File: config.mk
export PLATFORM = sky130hd
export DESIGN_NAME = ckp_ctl_end_flat
export DESIGN_NICKNAME = d
export VERILOG_FILES = /design/src/common/ckp_pkg.sv /design/src/common/ckp_if.sv /design/src/hw/ckp_ctl_end.sv /design/src/flat_wrapper.sv
export SDC_FILE = /design/constraint.sdc
export NUM_CORES = 1
export LEC_CHECK = 0
export BUFFER_PORTS_ARGS = -buffer_cell sky130_fd_sc_hd__buf_2
export CORE_ASPECT_RATIO = 0.6
export CORE_MARGIN = 2
export CORE_UTILIZATION = 35
export DETAILED_ROUTE_END_ITERATION = 7
export SYNTH_ARGS = -nofsm -noshare
export SYNTH_HDL_FRONTEND = slang
export SYNTH_SLANG_ARGS = --single-unit
File: constraint.sdc
create_clock -name ref_clk -period 3.45 [get_ports ref_clk]
set_input_delay 0.5175 -clock ref_clk [delete_from_list [all_inputs] [get_ports ref_clk]]
set_output_delay 0.5175 -clock ref_clk [all_outputs]
set_load 0.005 [all_outputs]
File: src/common/ckp_pkg.sv
// shared constants, types and command coding for the cke power-state link
package ckp_pkg;

    // ------------------------------------------------------------------
    // bus widths and field positions
    // ------------------------------------------------------------------
    localparam int BA_W        = 2;
    localparam int ADDR_W      = 14;
    localparam int NBANK       = 4;
    localparam int AP_BIT      = 10;   // auto/all precharge address bit
    localparam int RTT_LO_BIT  = 2;    // extended mode 1 termination bits
    localparam int RTT_HI_BIT  = 6;
    localparam int HOT_SR_BIT  = 7;    // extended mode 2 hot self refresh
    localparam logic [1:0] BA_EMR1 = 2'h1;
    localparam logic [1:0] BA_EMR2 = 2'h2;

    // ------------------------------------------------------------------
    // timing
    // ------------------------------------------------------------------
    localparam int CLK_PERIOD_NS  = 10;
    localparam int CKE_MIN_CLK    = 3;
    localparam int XSRD_CLK       = 200;
    localparam int T_XSNR_NS      = 138;
    localparam int T_REFI_NS      = 7800;
    localparam int T_REFI_HOT_NS  = 3900;
    localparam int BUSY_CLK       = 8;  // settle time after any operation but activate
    // least time rounds up, longest time rounds down
    localparam int XSNR_CLK =
        (T_XSNR_NS + CLK_PERIOD_NS - 1) / CLK_PERIOD_NS;
    localparam int REFI_CLK     = T_REFI_NS / CLK_PERIOD_NS;
    localparam int REFI_HOT_CLK = T_REFI_HOT_NS / CLK_PERIOD_NS;

    // ------------------------------------------------------------------
    // pin coding {cs_n, ras_n, cas_n, we_n}
    // ------------------------------------------------------------------
    localparam logic [3:0] PIN_DESEL = 4'hF;
    localparam logic [3:0] PIN_NOP   = 4'h7;
    localparam logic [3:0] PIN_ACT   = 4'h3;
    localparam logic [3:0] PIN_PRE   = 4'h2;
    localparam logic [3:0] PIN_REF   = 4'h1;
    localparam logic [3:0] PIN_MRS   = 4'h0;
    localparam logic [3:0] PIN_RD    = 4'h5;
    localparam logic [3:0] PIN_WR    = 4'h4;

    typedef enum logic [2:0] {
        CKP_OP_NOP, CKP_OP_ACT, CKP_OP_PRE, CKP_OP_REF,
        CKP_OP_MRS, CKP_OP_RD, CKP_OP_WR, CKP_OP_BAD
    } ckp_op_t;

    typedef enum logic [2:0] {
        CKP_MS_IDLE, CKP_MS_ACTIVE, CKP_MS_APD, CKP_MS_PPD, CKP_MS_SREF
    } ckp_mstate_t;

    typedef enum logic [1:0] {
        CKP_RTT_OFF, CKP_RTT_75, CKP_RTT_150, CKP_RTT_50
    } ckp_rtt_t;

    // deselect (cs_n high) decodes as nop whatever the other three show
    function automatic ckp_op_t ckp_decode(input logic [3:0] p);
        ckp_op_t r;
        r = CKP_OP_BAD;
        if (p[3]) begin
            r = CKP_OP_NOP;
        end else begin
            case (p)
                PIN_NOP: r = CKP_OP_NOP;
                PIN_ACT: r = CKP_OP_ACT;
                PIN_PRE: r = CKP_OP_PRE;
                PIN_REF: r = CKP_OP_REF;
                PIN_MRS: r = CKP_OP_MRS;
                PIN_RD:  r = CKP_OP_RD;
                PIN_WR:  r = CKP_OP_WR;
                default: r = CKP_OP_BAD;
            endcase
        end
        return r;
    endfunction : ckp_decode

    function automatic logic [3:0] ckp_encode(input ckp_op_t op);
        logic [3:0] r;
        r = PIN_DESEL;
        case (op)
            CKP_OP_ACT: r = PIN_ACT;
            CKP_OP_PRE: r = PIN_PRE;
            CKP_OP_REF: r = PIN_REF;
            CKP_OP_MRS: r = PIN_MRS;
            CKP_OP_RD:  r = PIN_RD;
            CKP_OP_WR:  r = PIN_WR;
            default:    r = PIN_DESEL;
        endcase
        return r;
    endfunction : ckp_encode

endpackage : ckp_pkg

File: src/common/ckp_if.sv
// command, clock-enable and termination pins between controller and memory
`timescale 1ns/10ps
`default_nettype none
interface ckp_if;
    logic        cke;
    logic        cs_n;
    logic        ras_n;
    logic        cas_n;
    logic        we_n;
    logic        odt;
    logic [1:0]  ba;
    logic [13:0] addr;

    modport ctl (
        output cke, cs_n, ras_n, cas_n, we_n, odt, ba, addr
    );
    modport mem (
        input  cke, cs_n, ras_n, cas_n, we_n, odt, ba, addr
    );
endinterface : ckp_if
`default_nettype wire

File: src/hw/ckp_ctl_end.sv
// controller end: drives cke, commands and odt through power states
`timescale 1ns/10ps
`default_nettype none
module ckp_ctl_end (
    input  wire logic              ref_clk,
    input  wire logic              rst_b,
    ckp_if.ctl                     pins,
    input  wire logic              cmd_valid,
    input  wire ckp_pkg::ckp_op_t  cmd_op,
    input  wire logic [1:0]        cmd_ba,
    input  wire logic [13:0]       cmd_addr,
    output logic                   cmd_ready_q,
    output logic                   rd_ok_q,
    input  wire logic              pd_req,
    input  wire logic              sr_req,
    input  wire logic              hot,
    input  wire logic              ocd_cal,
    input  wire logic              odt_en,
    output logic                   in_pd_q,
    output logic                   in_sr_q
);
    // ------------------------------------------------------------------
    // state and counters
    // ------------------------------------------------------------------
    typedef enum logic [1:0] {C_RUN, C_PD, C_SR, C_XSNR} ckp_cst_t;

    ckp_cst_t         st_q;
    ckp_cst_t         st_d;
    ckp_pkg::ckp_op_t op_d;
    logic             cke_q;
    logic             cke_d;
    logic [3:0]       pin_q;
    logic [1:0]       ba_q;
    logic [1:0]       ba_d;
    logic [13:0]      addr_q;
    logic [13:0]      addr_d;
    logic             odt_q;
    logic [1:0]       run_q;
    logic [3:0]       busy_q;
    logic [7:0]       xsnr_q;
    logic [7:0]       xsrd_q;
    logic [9:0]       ref_cnt_q;
    logic             ref_due_q;
    logic             a7_q;
    logic [3:0]       bank_q;
    logic [3:0]       bank_d;

    // ------------------------------------------------------------------
    // decisions
    // ------------------------------------------------------------------
    // user commands win over internal ones only when ready was shown
    wire take = (st_q == C_RUN) & cmd_valid & cmd_ready_q
              & (cmd_op != ckp_pkg::CKP_OP_RD | rd_ok_q)
              & (cmd_op != ckp_pkg::CKP_OP_BAD);
    wire run_ok   = (run_q >= 2'(ckp_pkg::CKE_MIN_CLK));
    wire quiet    = (busy_q == 4'h0);
    wire open_any = |bank_q;
    wire a7_stale = (a7_q != hot);
    wire want_ref = ref_due_q & quiet & ~take;
    wire want_sr  = sr_req & quiet & run_ok & ~ocd_cal
                  & ~take & ~ref_due_q;
    wire want_pd  = pd_req & quiet & run_ok & ~ocd_cal
                  & ~take & ~ref_due_q & ~sr_req;
    // refresh due pulls the memory out of power-down
    wire pd_exit  = (~pd_req | ref_due_q | ocd_cal) & run_ok;
    wire sr_exit  = (~sr_req | ocd_cal) & run_ok;
    wire is_ref   = (op_d == ckp_pkg::CKP_OP_REF);
    wire op_busy  = (op_d != ckp_pkg::CKP_OP_NOP)
                  & (op_d != ckp_pkg::CKP_OP_ACT);
    wire ref_wrap = (ref_cnt_q == 10'h0);
    wire [9:0] refi = hot ? 10'(ckp_pkg::REFI_HOT_CLK)
                          : 10'(ckp_pkg::REFI_CLK);

    // next command and cke; anything not chosen goes out as deselect
    always_comb begin
        st_d   = st_q;
        cke_d  = cke_q;
        op_d   = ckp_pkg::CKP_OP_NOP;
        ba_d   = 2'h0;
        addr_d = 14'h0;
        case (st_q)
            C_RUN: begin
                if (take) begin
                    op_d   = cmd_op;
                    ba_d   = cmd_ba;
                    addr_d = cmd_addr;
                end else if ((want_ref | want_sr) && open_any) begin
                    // close every bank before refresh or self refresh
                    op_d   = ckp_pkg::CKP_OP_PRE;
                    addr_d[ckp_pkg::AP_BIT] = 1'b1;
                end else if (want_ref) begin
                    op_d   = ckp_pkg::CKP_OP_REF;
                end else if (want_sr && a7_stale) begin
                    op_d   = ckp_pkg::CKP_OP_MRS;
                    ba_d   = ckp_pkg::BA_EMR2;
                    addr_d[ckp_pkg::HOT_SR_BIT] = hot;
                end else if (want_sr) begin
                    op_d   = ckp_pkg::CKP_OP_REF;
                    cke_d  = 1'b0;
                    st_d   = C_SR;
                end else if (want_pd) begin
                    cke_d  = 1'b0;
                    st_d   = C_PD;
                end
            end
            C_PD: begin
                if (pd_exit) begin
                    cke_d = 1'b1;
                    st_d  = C_RUN;
                end
            end
            C_SR: begin
                if (sr_exit) begin
                    cke_d = 1'b1;
                    st_d  = C_XSNR;
                end
            end
            C_XSNR: begin
                if (xsnr_q == 8'h0) begin
                    st_d = C_RUN;
                end
            end
            default: st_d = C_RUN;
        endcase
    end

    // bank book-keeping mirrors what the memory will record
    always_comb begin
        bank_d = bank_q;
        for (int b = 0; b < ckp_pkg::NBANK; b++) begin
            if (ba_d == 2'(b) && op_d == ckp_pkg::CKP_OP_ACT) begin
                bank_d[b] = 1'b1;
            end
            if ((ba_d == 2'(b) || addr_d[ckp_pkg::AP_BIT])
                && op_d == ckp_pkg::CKP_OP_PRE) begin
                bank_d[b] = 1'b0;
            end
            if (ba_d == 2'(b) && addr_d[ckp_pkg::AP_BIT]
                && (op_d == ckp_pkg::CKP_OP_RD
                    || op_d == ckp_pkg::CKP_OP_WR)) begin
                bank_d[b] = 1'b0;
            end
        end
    end

    // ------------------------------------------------------------------
    // pins and state
    // ------------------------------------------------------------------
    // cke starts low so the memory sits powered down out of reset
    always_ff @(posedge ref_clk or negedge rst_b) begin
        if (!rst_b) begin
            st_q   <= C_PD;
            cke_q  <= 1'b0;
            pin_q  <= ckp_pkg::PIN_DESEL;
            ba_q   <= 2'h0;
            addr_q <= 14'h0;
            bank_q <= 4'h0;
        end else begin
            st_q   <= st_d;
            cke_q  <= cke_d;
            pin_q  <= ckp_pkg::ckp_encode(op_d);
            ba_q   <= ba_d;
            addr_q <= addr_d;
            bank_q <= bank_d;
        end
    end

    // odt held at a defined level in power-down, low in self refresh
    always_ff @(posedge ref_clk or negedge rst_b) begin
        if (!rst_b) begin
            odt_q <= 1'b0;
        end else begin
            odt_q <= odt_en & (st_d != C_SR);
        end
    end

    // cke run length: a change is only allowed at three or more
    always_ff @(posedge ref_clk or negedge rst_b) begin
        if (!rst_b) begin
            run_q <= 2'h0;
        end else if (cke_d != cke_q) begin
            run_q <= 2'h1;
        end else if (run_q != 2'h3) begin
            run_q <= run_q + 2'h1;
        end
    end

    // busy after each operation except activate keeps cke from dropping under it
    always_ff @(posedge ref_clk or negedge rst_b) begin
        if (!rst_b) begin
            busy_q <= 4'h0;
        end else if (op_busy) begin
            busy_q <= 4'(ckp_pkg::BUSY_CLK);
        end else if (busy_q != 4'h0) begin
            busy_q <= busy_q - 4'h1;
        end
    end

    // exit waits: deselects through xsnr, reads held through xsrd
    always_ff @(posedge ref_clk or negedge rst_b) begin
        if (!rst_b) begin
            xsnr_q <= 8'h0;
            xsrd_q <= 8'h0;
        end else if (st_q == C_SR && sr_exit) begin
            xsnr_q <= 8'(ckp_pkg::XSNR_CLK - 1);
            xsrd_q <= 8'(ckp_pkg::XSRD_CLK);
        end else begin
            if (xsnr_q != 8'h0) begin
                xsnr_q <= xsnr_q - 8'h1;
            end
            if (xsrd_q != 8'h0) begin
                xsrd_q <= xsrd_q - 8'h1;
            end
        end
    end

    // refresh interval timer; a new due beats a clear in one cycle
    always_ff @(posedge ref_clk or negedge rst_b) begin
        if (!rst_b) begin
            ref_cnt_q <= 10'(ckp_pkg::REFI_CLK);
            ref_due_q <= 1'b0;
        end else if (st_q == C_SR || st_q == C_XSNR) begin
            // memory refreshes itself; restart the interval on exit
            ref_cnt_q <= refi;
            ref_due_q <= 1'b0;
        end else begin
            ref_cnt_q <= ref_wrap ? refi : ref_cnt_q - 10'h1;
            ref_due_q <= ref_wrap | (ref_due_q & ~is_ref);
        end
    end

    // mirror of the hot self refresh bit last written
    always_ff @(posedge ref_clk or negedge rst_b) begin
        if (!rst_b) begin
            a7_q <= 1'b0;
        end else if (op_d == ckp_pkg::CKP_OP_MRS
                     && ba_d == ckp_pkg::BA_EMR2) begin
            a7_q <= addr_d[ckp_pkg::HOT_SR_BIT];
        end
    end

    // status shown on the same edge as the pins that carry it
    always_ff @(posedge ref_clk or negedge rst_b) begin
        if (!rst_b) begin
            cmd_ready_q <= 1'b0;
            rd_ok_q     <= 1'b1;
            in_pd_q     <= 1'b1;
            in_sr_q     <= 1'b0;
        end else begin
            cmd_ready_q <= (st_d == C_RUN) & ~sr_req & ~pd_req
                         & ~(ref_wrap | ref_due_q);
            rd_ok_q     <= (xsrd_q <= 8'h1)
                         & ~(st_q == C_SR && sr_exit);
            in_pd_q     <= (st_d == C_PD);
            in_sr_q     <= (st_d == C_SR);
        end
    end

    assign pins.cke   = cke_q;
    assign pins.cs_n  = pin_q[3];
    assign pins.ras_n = pin_q[2];
    assign pins.cas_n = pin_q[1];
    assign pins.we_n  = pin_q[0];
    assign pins.ba    = ba_q;
    assign pins.addr  = addr_q;
    assign pins.odt   = odt_q;

endmodule : ckp_ctl_end
`default_nettype wire

File: src/flat_wrapper.sv
// flat-port wrapper written by rule: the top's interface ports become plain ports
module ckp_ctl_end_flat 
  (ref_clk, rst_b, cmd_valid, cmd_op, cmd_ba, cmd_addr, cmd_ready_q, rd_ok_q, pd_req, sr_req, hot, ocd_cal, odt_en, in_pd_q, in_sr_q, pins_cke, pins_cs_n, pins_ras_n, pins_cas_n, pins_we_n, pins_odt, pins_ba, pins_addr);
  ckp_if pins_i ();
  input  wire logic ref_clk;
  input  wire logic rst_b;
  input  wire logic cmd_valid;
  input  wire ckp_pkg::ckp_op_t cmd_op;
  input  wire logic [1:0] cmd_ba;
  input  wire logic [13:0] cmd_addr;
  output logic cmd_ready_q;
  output logic rd_ok_q;
  input  wire logic pd_req;
  input  wire logic sr_req;
  input  wire logic hot;
  input  wire logic ocd_cal;
  input  wire logic odt_en;
  output logic in_pd_q;
  output logic in_sr_q;
  output wire logic [$bits(pins_i.cke)-1:0] pins_cke;
  output wire logic [$bits(pins_i.cs_n)-1:0] pins_cs_n;
  output wire logic [$bits(pins_i.ras_n)-1:0] pins_ras_n;
  output wire logic [$bits(pins_i.cas_n)-1:0] pins_cas_n;
  output wire logic [$bits(pins_i.we_n)-1:0] pins_we_n;
  output wire logic [$bits(pins_i.odt)-1:0] pins_odt;
  output wire logic [$bits(pins_i.ba)-1:0] pins_ba;
  output wire logic [$bits(pins_i.addr)-1:0] pins_addr;
  assign pins_cke = pins_i.cke;
  assign pins_cs_n = pins_i.cs_n;
  assign pins_ras_n = pins_i.ras_n;
  assign pins_cas_n = pins_i.cas_n;
  assign pins_we_n = pins_i.we_n;
  assign pins_odt = pins_i.odt;
  assign pins_ba = pins_i.ba;
  assign pins_addr = pins_i.addr;
  ckp_ctl_end u_core (.ref_clk(ref_clk), .rst_b(rst_b), .pins(pins_i), .cmd_valid(cmd_valid), .cmd_op(cmd_op), .cmd_ba(cmd_ba), .cmd_addr(cmd_addr), .cmd_ready_q(cmd_ready_q), .rd_ok_q(rd_ok_q), .pd_req(pd_req), .sr_req(sr_req), .hot(hot), .ocd_cal(ocd_cal), .odt_en(odt_en), .in_pd_q(in_pd_q), .in_sr_q(in_sr_q));
endmodule
* Word level (Yosys, flattened, before mapping) *
Index checks and enable logic that the tools add are counted.

operators by class
  add/sub/neg operators = 5
  magnitude comparators = 2
  eq/ne operators = 21
  multiplexer cells = 65
  bitwise operators = 41
  reduce and logical (&&, ||, !) cells = 45

operator list
  cell                     count
  $mux W2                  18
  $mux W8                  4
  $mux W10                 3
  $mux W1                  27
  $and A1 B1 Y1            26
  $pmux W4 S6              1
  $logic_and A1 B1 Y1      20
  $mux W3                  6
  $reduce_bool A8 Y1       2
  $sub A8 B1 Y8 const B    2
  $reduce_bool A3 Y1       5
  $mux W14                 1
  $eq A2 B2 Y1 const B     5
  $logic_not A10 Y1        1
  $sub A10 B1 Y10 const B  1
  $eq A3 B3 Y1 const B     3
  $le A8 B1 Y1 const B     1
  $logic_not A8 Y1         1
  $mux W4                  2
  $not A1 Y1               8
  $pmux W2 S4              1
  $reduce_bool A2 Y1       4
  $mux W7                  1
  $or A1 B1 Y1             7
  16 further kinds         29

storage, ports and cells
  register bits = 66
  output and inout port bits = 26

* Logic depth before layout (Yosys ltp) *
  word-level depth = 20
  mapped depth = 9
  mapped depth without buffers = 9

* Least setup slack after synthesis *
No wires, ideal clock.

  path type = flip-flop to flip-flop
  from = reg u_core.busy_q[0]
  to = reg u_core.run_q[1]
  library setup time = 0.126 ns
  data arrival time = 2.646 ns
  data required time = 3.324 ns
  slack = 0.678 ns
  stages on the path, launching flop included = 9
  cell sequence = dfrtp_1 > inv_1 > ha_1 > or3b_4 > or3_4 > or4_4 > and3b_1 > or4b_1 > o311a_1

on the way
  word-level cells in the longest chain between the ends = 16
  elaborated cells on any way between the ends = 27

RTL lines
  item                                                  line                text
  start, declared                                       ckp_ctl_end.sv:39   logic [3:0] busy_q;
  start signal, assigned                                ckp_ctl_end.sv:193  busy_q <= 4'(ckp_pkg::BUSY_CLK);
  start signal, assigned                                ckp_ctl_end.sv:195  busy_q <= busy_q - 4'h1;
  $logic_not A4 Y1 *                                    ckp_ctl_end.sv:56   wire quiet = (busy_q == 4'h0);
  $and A1 B1 Y1 (3 in series)                           ckp_ctl_end.sv:62   wire want_pd = pd_req & quiet & run_ok & ~ocd_cal
  $and A1 B1 Y1 (3 in series)                           ckp_ctl_end.sv:63   & ~take & ~ref_due_q & ~sr_req;
  $mux W1                                               ckp_ctl_end.sv:101  end else if (want_pd) begin
  $mux W1                                               ckp_ctl_end.sv:97   end else if (want_sr) begin
  $mux W1                                               ckp_ctl_end.sv:93   end else if (want_sr && a7_stale) begin
  $mux W1                                               ckp_ctl_end.sv:91   end else if (want_ref) begin
  $mux W1 *                                             ckp_ctl_end.sv:87   end else if ((want_ref | want_sr) && open_any) begin
  $mux W1 *                                             ckp_ctl_end.sv:83   if (take) begin
  $pmux W1 S3 *                                         ckp_ctl_end.sv:81   case (st_q)
  $ne A1 B1 Y1 *                                        ckp_ctl_end.sv:181  end else if (cke_d != cke_q) begin
  $mux W2 / $reduce_bool A2 Y1 (equally long branches)  -
  end signal, assigned                                  ckp_ctl_end.sv:184  run_q <= run_q + 2'h1;
  end, declared                                         ckp_ctl_end.sv:38   logic [1:0] run_q;

Every way passes the cells marked *; elsewhere a longest branch is shown, timed or not.
A chain may end at the register's enable or synchronous reset.

* Final worst setup path *
Same ends and word-level chain as after synthesis.

==> impl_metrics.ini <==
[global_routing]
gr-usage-all-layers_pct = 16.2
grt_first_pass_wirelength_mm = 12.5
grt_pass1_vias = 2459
antenna_found_initial = 0
grt_start_max_net_pins = 27
overflow = 0

[floorplan]
num_rows = 27
initial_utilization_pct = 36.0
die-area_um2 = 10300
die_y_um = 79.3
io_pins = 53
core_um2 = 9190
die_w_um = 129

[flow_run]
drv_cap = 0

[synth]
avgSynthCellArea_um2 = 9.93
synthDominantCellAreaShare_pct = 41.6
async_reset_ff_share_pct = 100
syn_nets = 373
yosys_warnings = 0
synth_cell_types = 47
synth-seq-area-share_pct = 50.4
synth-seq-cells = 66
synth_ff_type = dfrtp_1
netlist_area_um2 = 3310
synth-edff-count = 0
synth_area_leader_cell = dfrtp_1
syn_inst = 333
ys_top_cells_by_area = dfrtp_1, dfstp_2, ha_1

[pwr]
power_density_nw_per_um2 = 640
total_power_w = 0.00260
ir_worst_vdd_mv = 0.307
leakagePower_nw = 1.88

[cells_and_area]
syn_to_final_growth_pct = 22.7
antenna_cells = 0
nFillCells = 904
drive_gt1_share_pct = 22.6
design_area_um2 = 4060
ff_latch_area_um2 = 1670
num-nets-final = 438
multiInputGateArea_um2 = 1540

[clocking]
cts_tree = yes
cts_made_buffers = 9
cts_root_buf = clkbuf_16
post_cts_buffers = 0
hold_buffers = 0
clock_path_buffers = 2
cts_sinks = 66
clkSlewWorstSetupHoldPaths_ns = 0.05
post_cts_resized = 0
htree_levels = 3
clock_latency_ns = 0.34

[timing]
setup-violations-final = 0
rsz0062_at_grt = false
finalMaxSlewViolations = 0
hold_violations = 0
finalCritPeriodShare_pct = 85.2
setup_tns_ns = 0
timing.hold.ws_ns = 0.0890
skew_ns = 0.00509
max_freq_ghz = 0.340
fin_crit_ns = 2.94
relSlewSlack_pct = 51.1
tightest_slew_ns = 0.727

[worst_setup_path]
worstSetupStartpointType = flop
cp.required_ns = 3.67
arrival_ns = 3.16
cp-end-kind = flop
crit_fanout = 5
path_class = flop to flop

[drt]
wirelength_mm = 7.63
dr.max_layer_used = met4
drt_iter0_markers = 113
wl_per_cell_um = 14.3
ant_nets = 0
wl_met1_mm = 3.92
num_vias = 2603
drt-pass1-iter-count = 4
drc_errors = 0
met2_wirelength_mm = 3.23
dr_wl_met3_um = 346
vias_per_cell = 4.88

[placed_design]
gp_congestion = 0.904
placed_cell_area_um2 = 3760
dp_hpwl_mm = 5.70
portBuffers = 52

[hold_path]
hold_path_class = primary input to async pin

[status]
status = completed
## Yosys cell counts, drive strengths merged, types with 2 or more instances
library cell	count
o21a	4
or2	2
inv	22
dfstp	11
nor3	13
xor2	8
o22ai	6
o21ai	9
nor3b	4
and3	2
nor2	33
nor2b	2
a211oi	6
mux2	3
o31ai	6
nand3b	2
a21boi	6
xnor2	11
clkbuf	4
nand4	3
nand2	30
nand3	6
nor4	8
or4	2
a21oi	13
dfrtp	55
and2	19
or3	4
o211ai	6
and3b	2
ha	13
nand2b	6
## per-stage QoR
stage                     std cells  worst slack [ns]  utilization, %
after global placement          517             0.600            40.9
after floorplan                 333             0.678               -
after CTS                       533             0.520            44.2
final                           533             0.512            44.2
after detailed placement        517             0.538            40.9
after global routing            533             0.318            44.2
## area by class of cell
cell class	count	share of cell area [%]
inverter	22	2.04
tap	130	4.01
timing repair buffer	58	7.52
multi-input combinational	241	38.0
clock buffer	14	6.51
clock inverter	2	0.863
sequential	66	41.0
## layer usage
layer	vias to the layer above	global-route usage, %
met5	-	0
met2	50	21.8
li1	1298	-
met3	14	5.53
met4	0	5.81
met1	1241	23.9
## state kept, by name (all words and copies together) (netlist names), 2 cells and up
register	cells
u_core.xsrd_q	8
u_core.pins.addr	14
u_core.bank_q	4
u_core.ref_cnt_q	10
u_core.st_q	2
u_core.busy_q	4
u_core.run_q	2
u_core.pins.ba	2
u_core.xsnr_q	8
u_core.pin_q	4
## kinds of logic (layout without fill, tap and decap cells)
group	after synthesis	after routing	share of synthesized area, %
AO/OA/AOI/OAI	65	65	13.4
XOR/XNOR	19	19	5.03
adder cells (fa/ha/maj)	13	13	4.92
buffers and inverters	26	96	2.95
flip-flops	66	66	50.4
multiplexers	4	4	1.32
AND/OR/NAND/NOR	140	140	22.0
## critical path, stage by stage, from the launching register on
cell and delay [ns]:
dfrtp_1 0.37, inv_1 0.12, ha_1 0.20, or3b_4 0.43, or3_4 0.37, or4_4 0.50, and3b_1 0.21, or4b_1 0.48
o311a_1 0.14
## worst paths after layout
check,cells past startpoint,end,startpoint,slack [ns]
hold reg to reg,1,u_core.ref_cnt_q[0],u_core.ref_cnt_q[0],0.46
setup reg to reg,8,u_core.run_q[1],u_core.busy_q[0],0.51
max in group asynchronous,2,u_core.st_q[0],rst_b,2.63
min in group ref_clk,2,u_core.pins.addr[3],cmd_addr[3],0.38
setup / recovery,8,u_core.run_q[1],u_core.busy_q[0],0.51
hold / removal,1,u_core.ref_cnt_q[0],rst_b,0.09
## power breakdown
part / internal, W / switching, W / total, W
Sequential: 0.000960 / 0.000118 / 0.00108
Clock: 0.000598 / 0.000327 / 0.000925
Combinational: 0.000277 / 0.000319 / 0.000596
## layout by cell type, fill, tap and decap left out, types with 3 or more instances in the layout
cell type,instances
buf_4,6
o21ai_0,8
buf_2,52
nor3_1,13
clkbuf_16,9
a21oi_1,13
o31ai_1,6
dfrtp_1,55
nor3b_1,4
and2_1,19
mux2_2,3
nand2_1,30
o22ai_1,6
xor2_1,8
nand3_1,6
inv_1,22
or3_1,3
nor4_1,8
xnor2_1,11
dfstp_2,11
nor2_1,33
nand4_1,3
o211ai_1,6
ha_1,13
a211oi_1,6
a21boi_0,6
nand2b_1,6
clkbuf_1,3
o21a_1,4
Note: power is estimated with default switching activity, not from simulation.
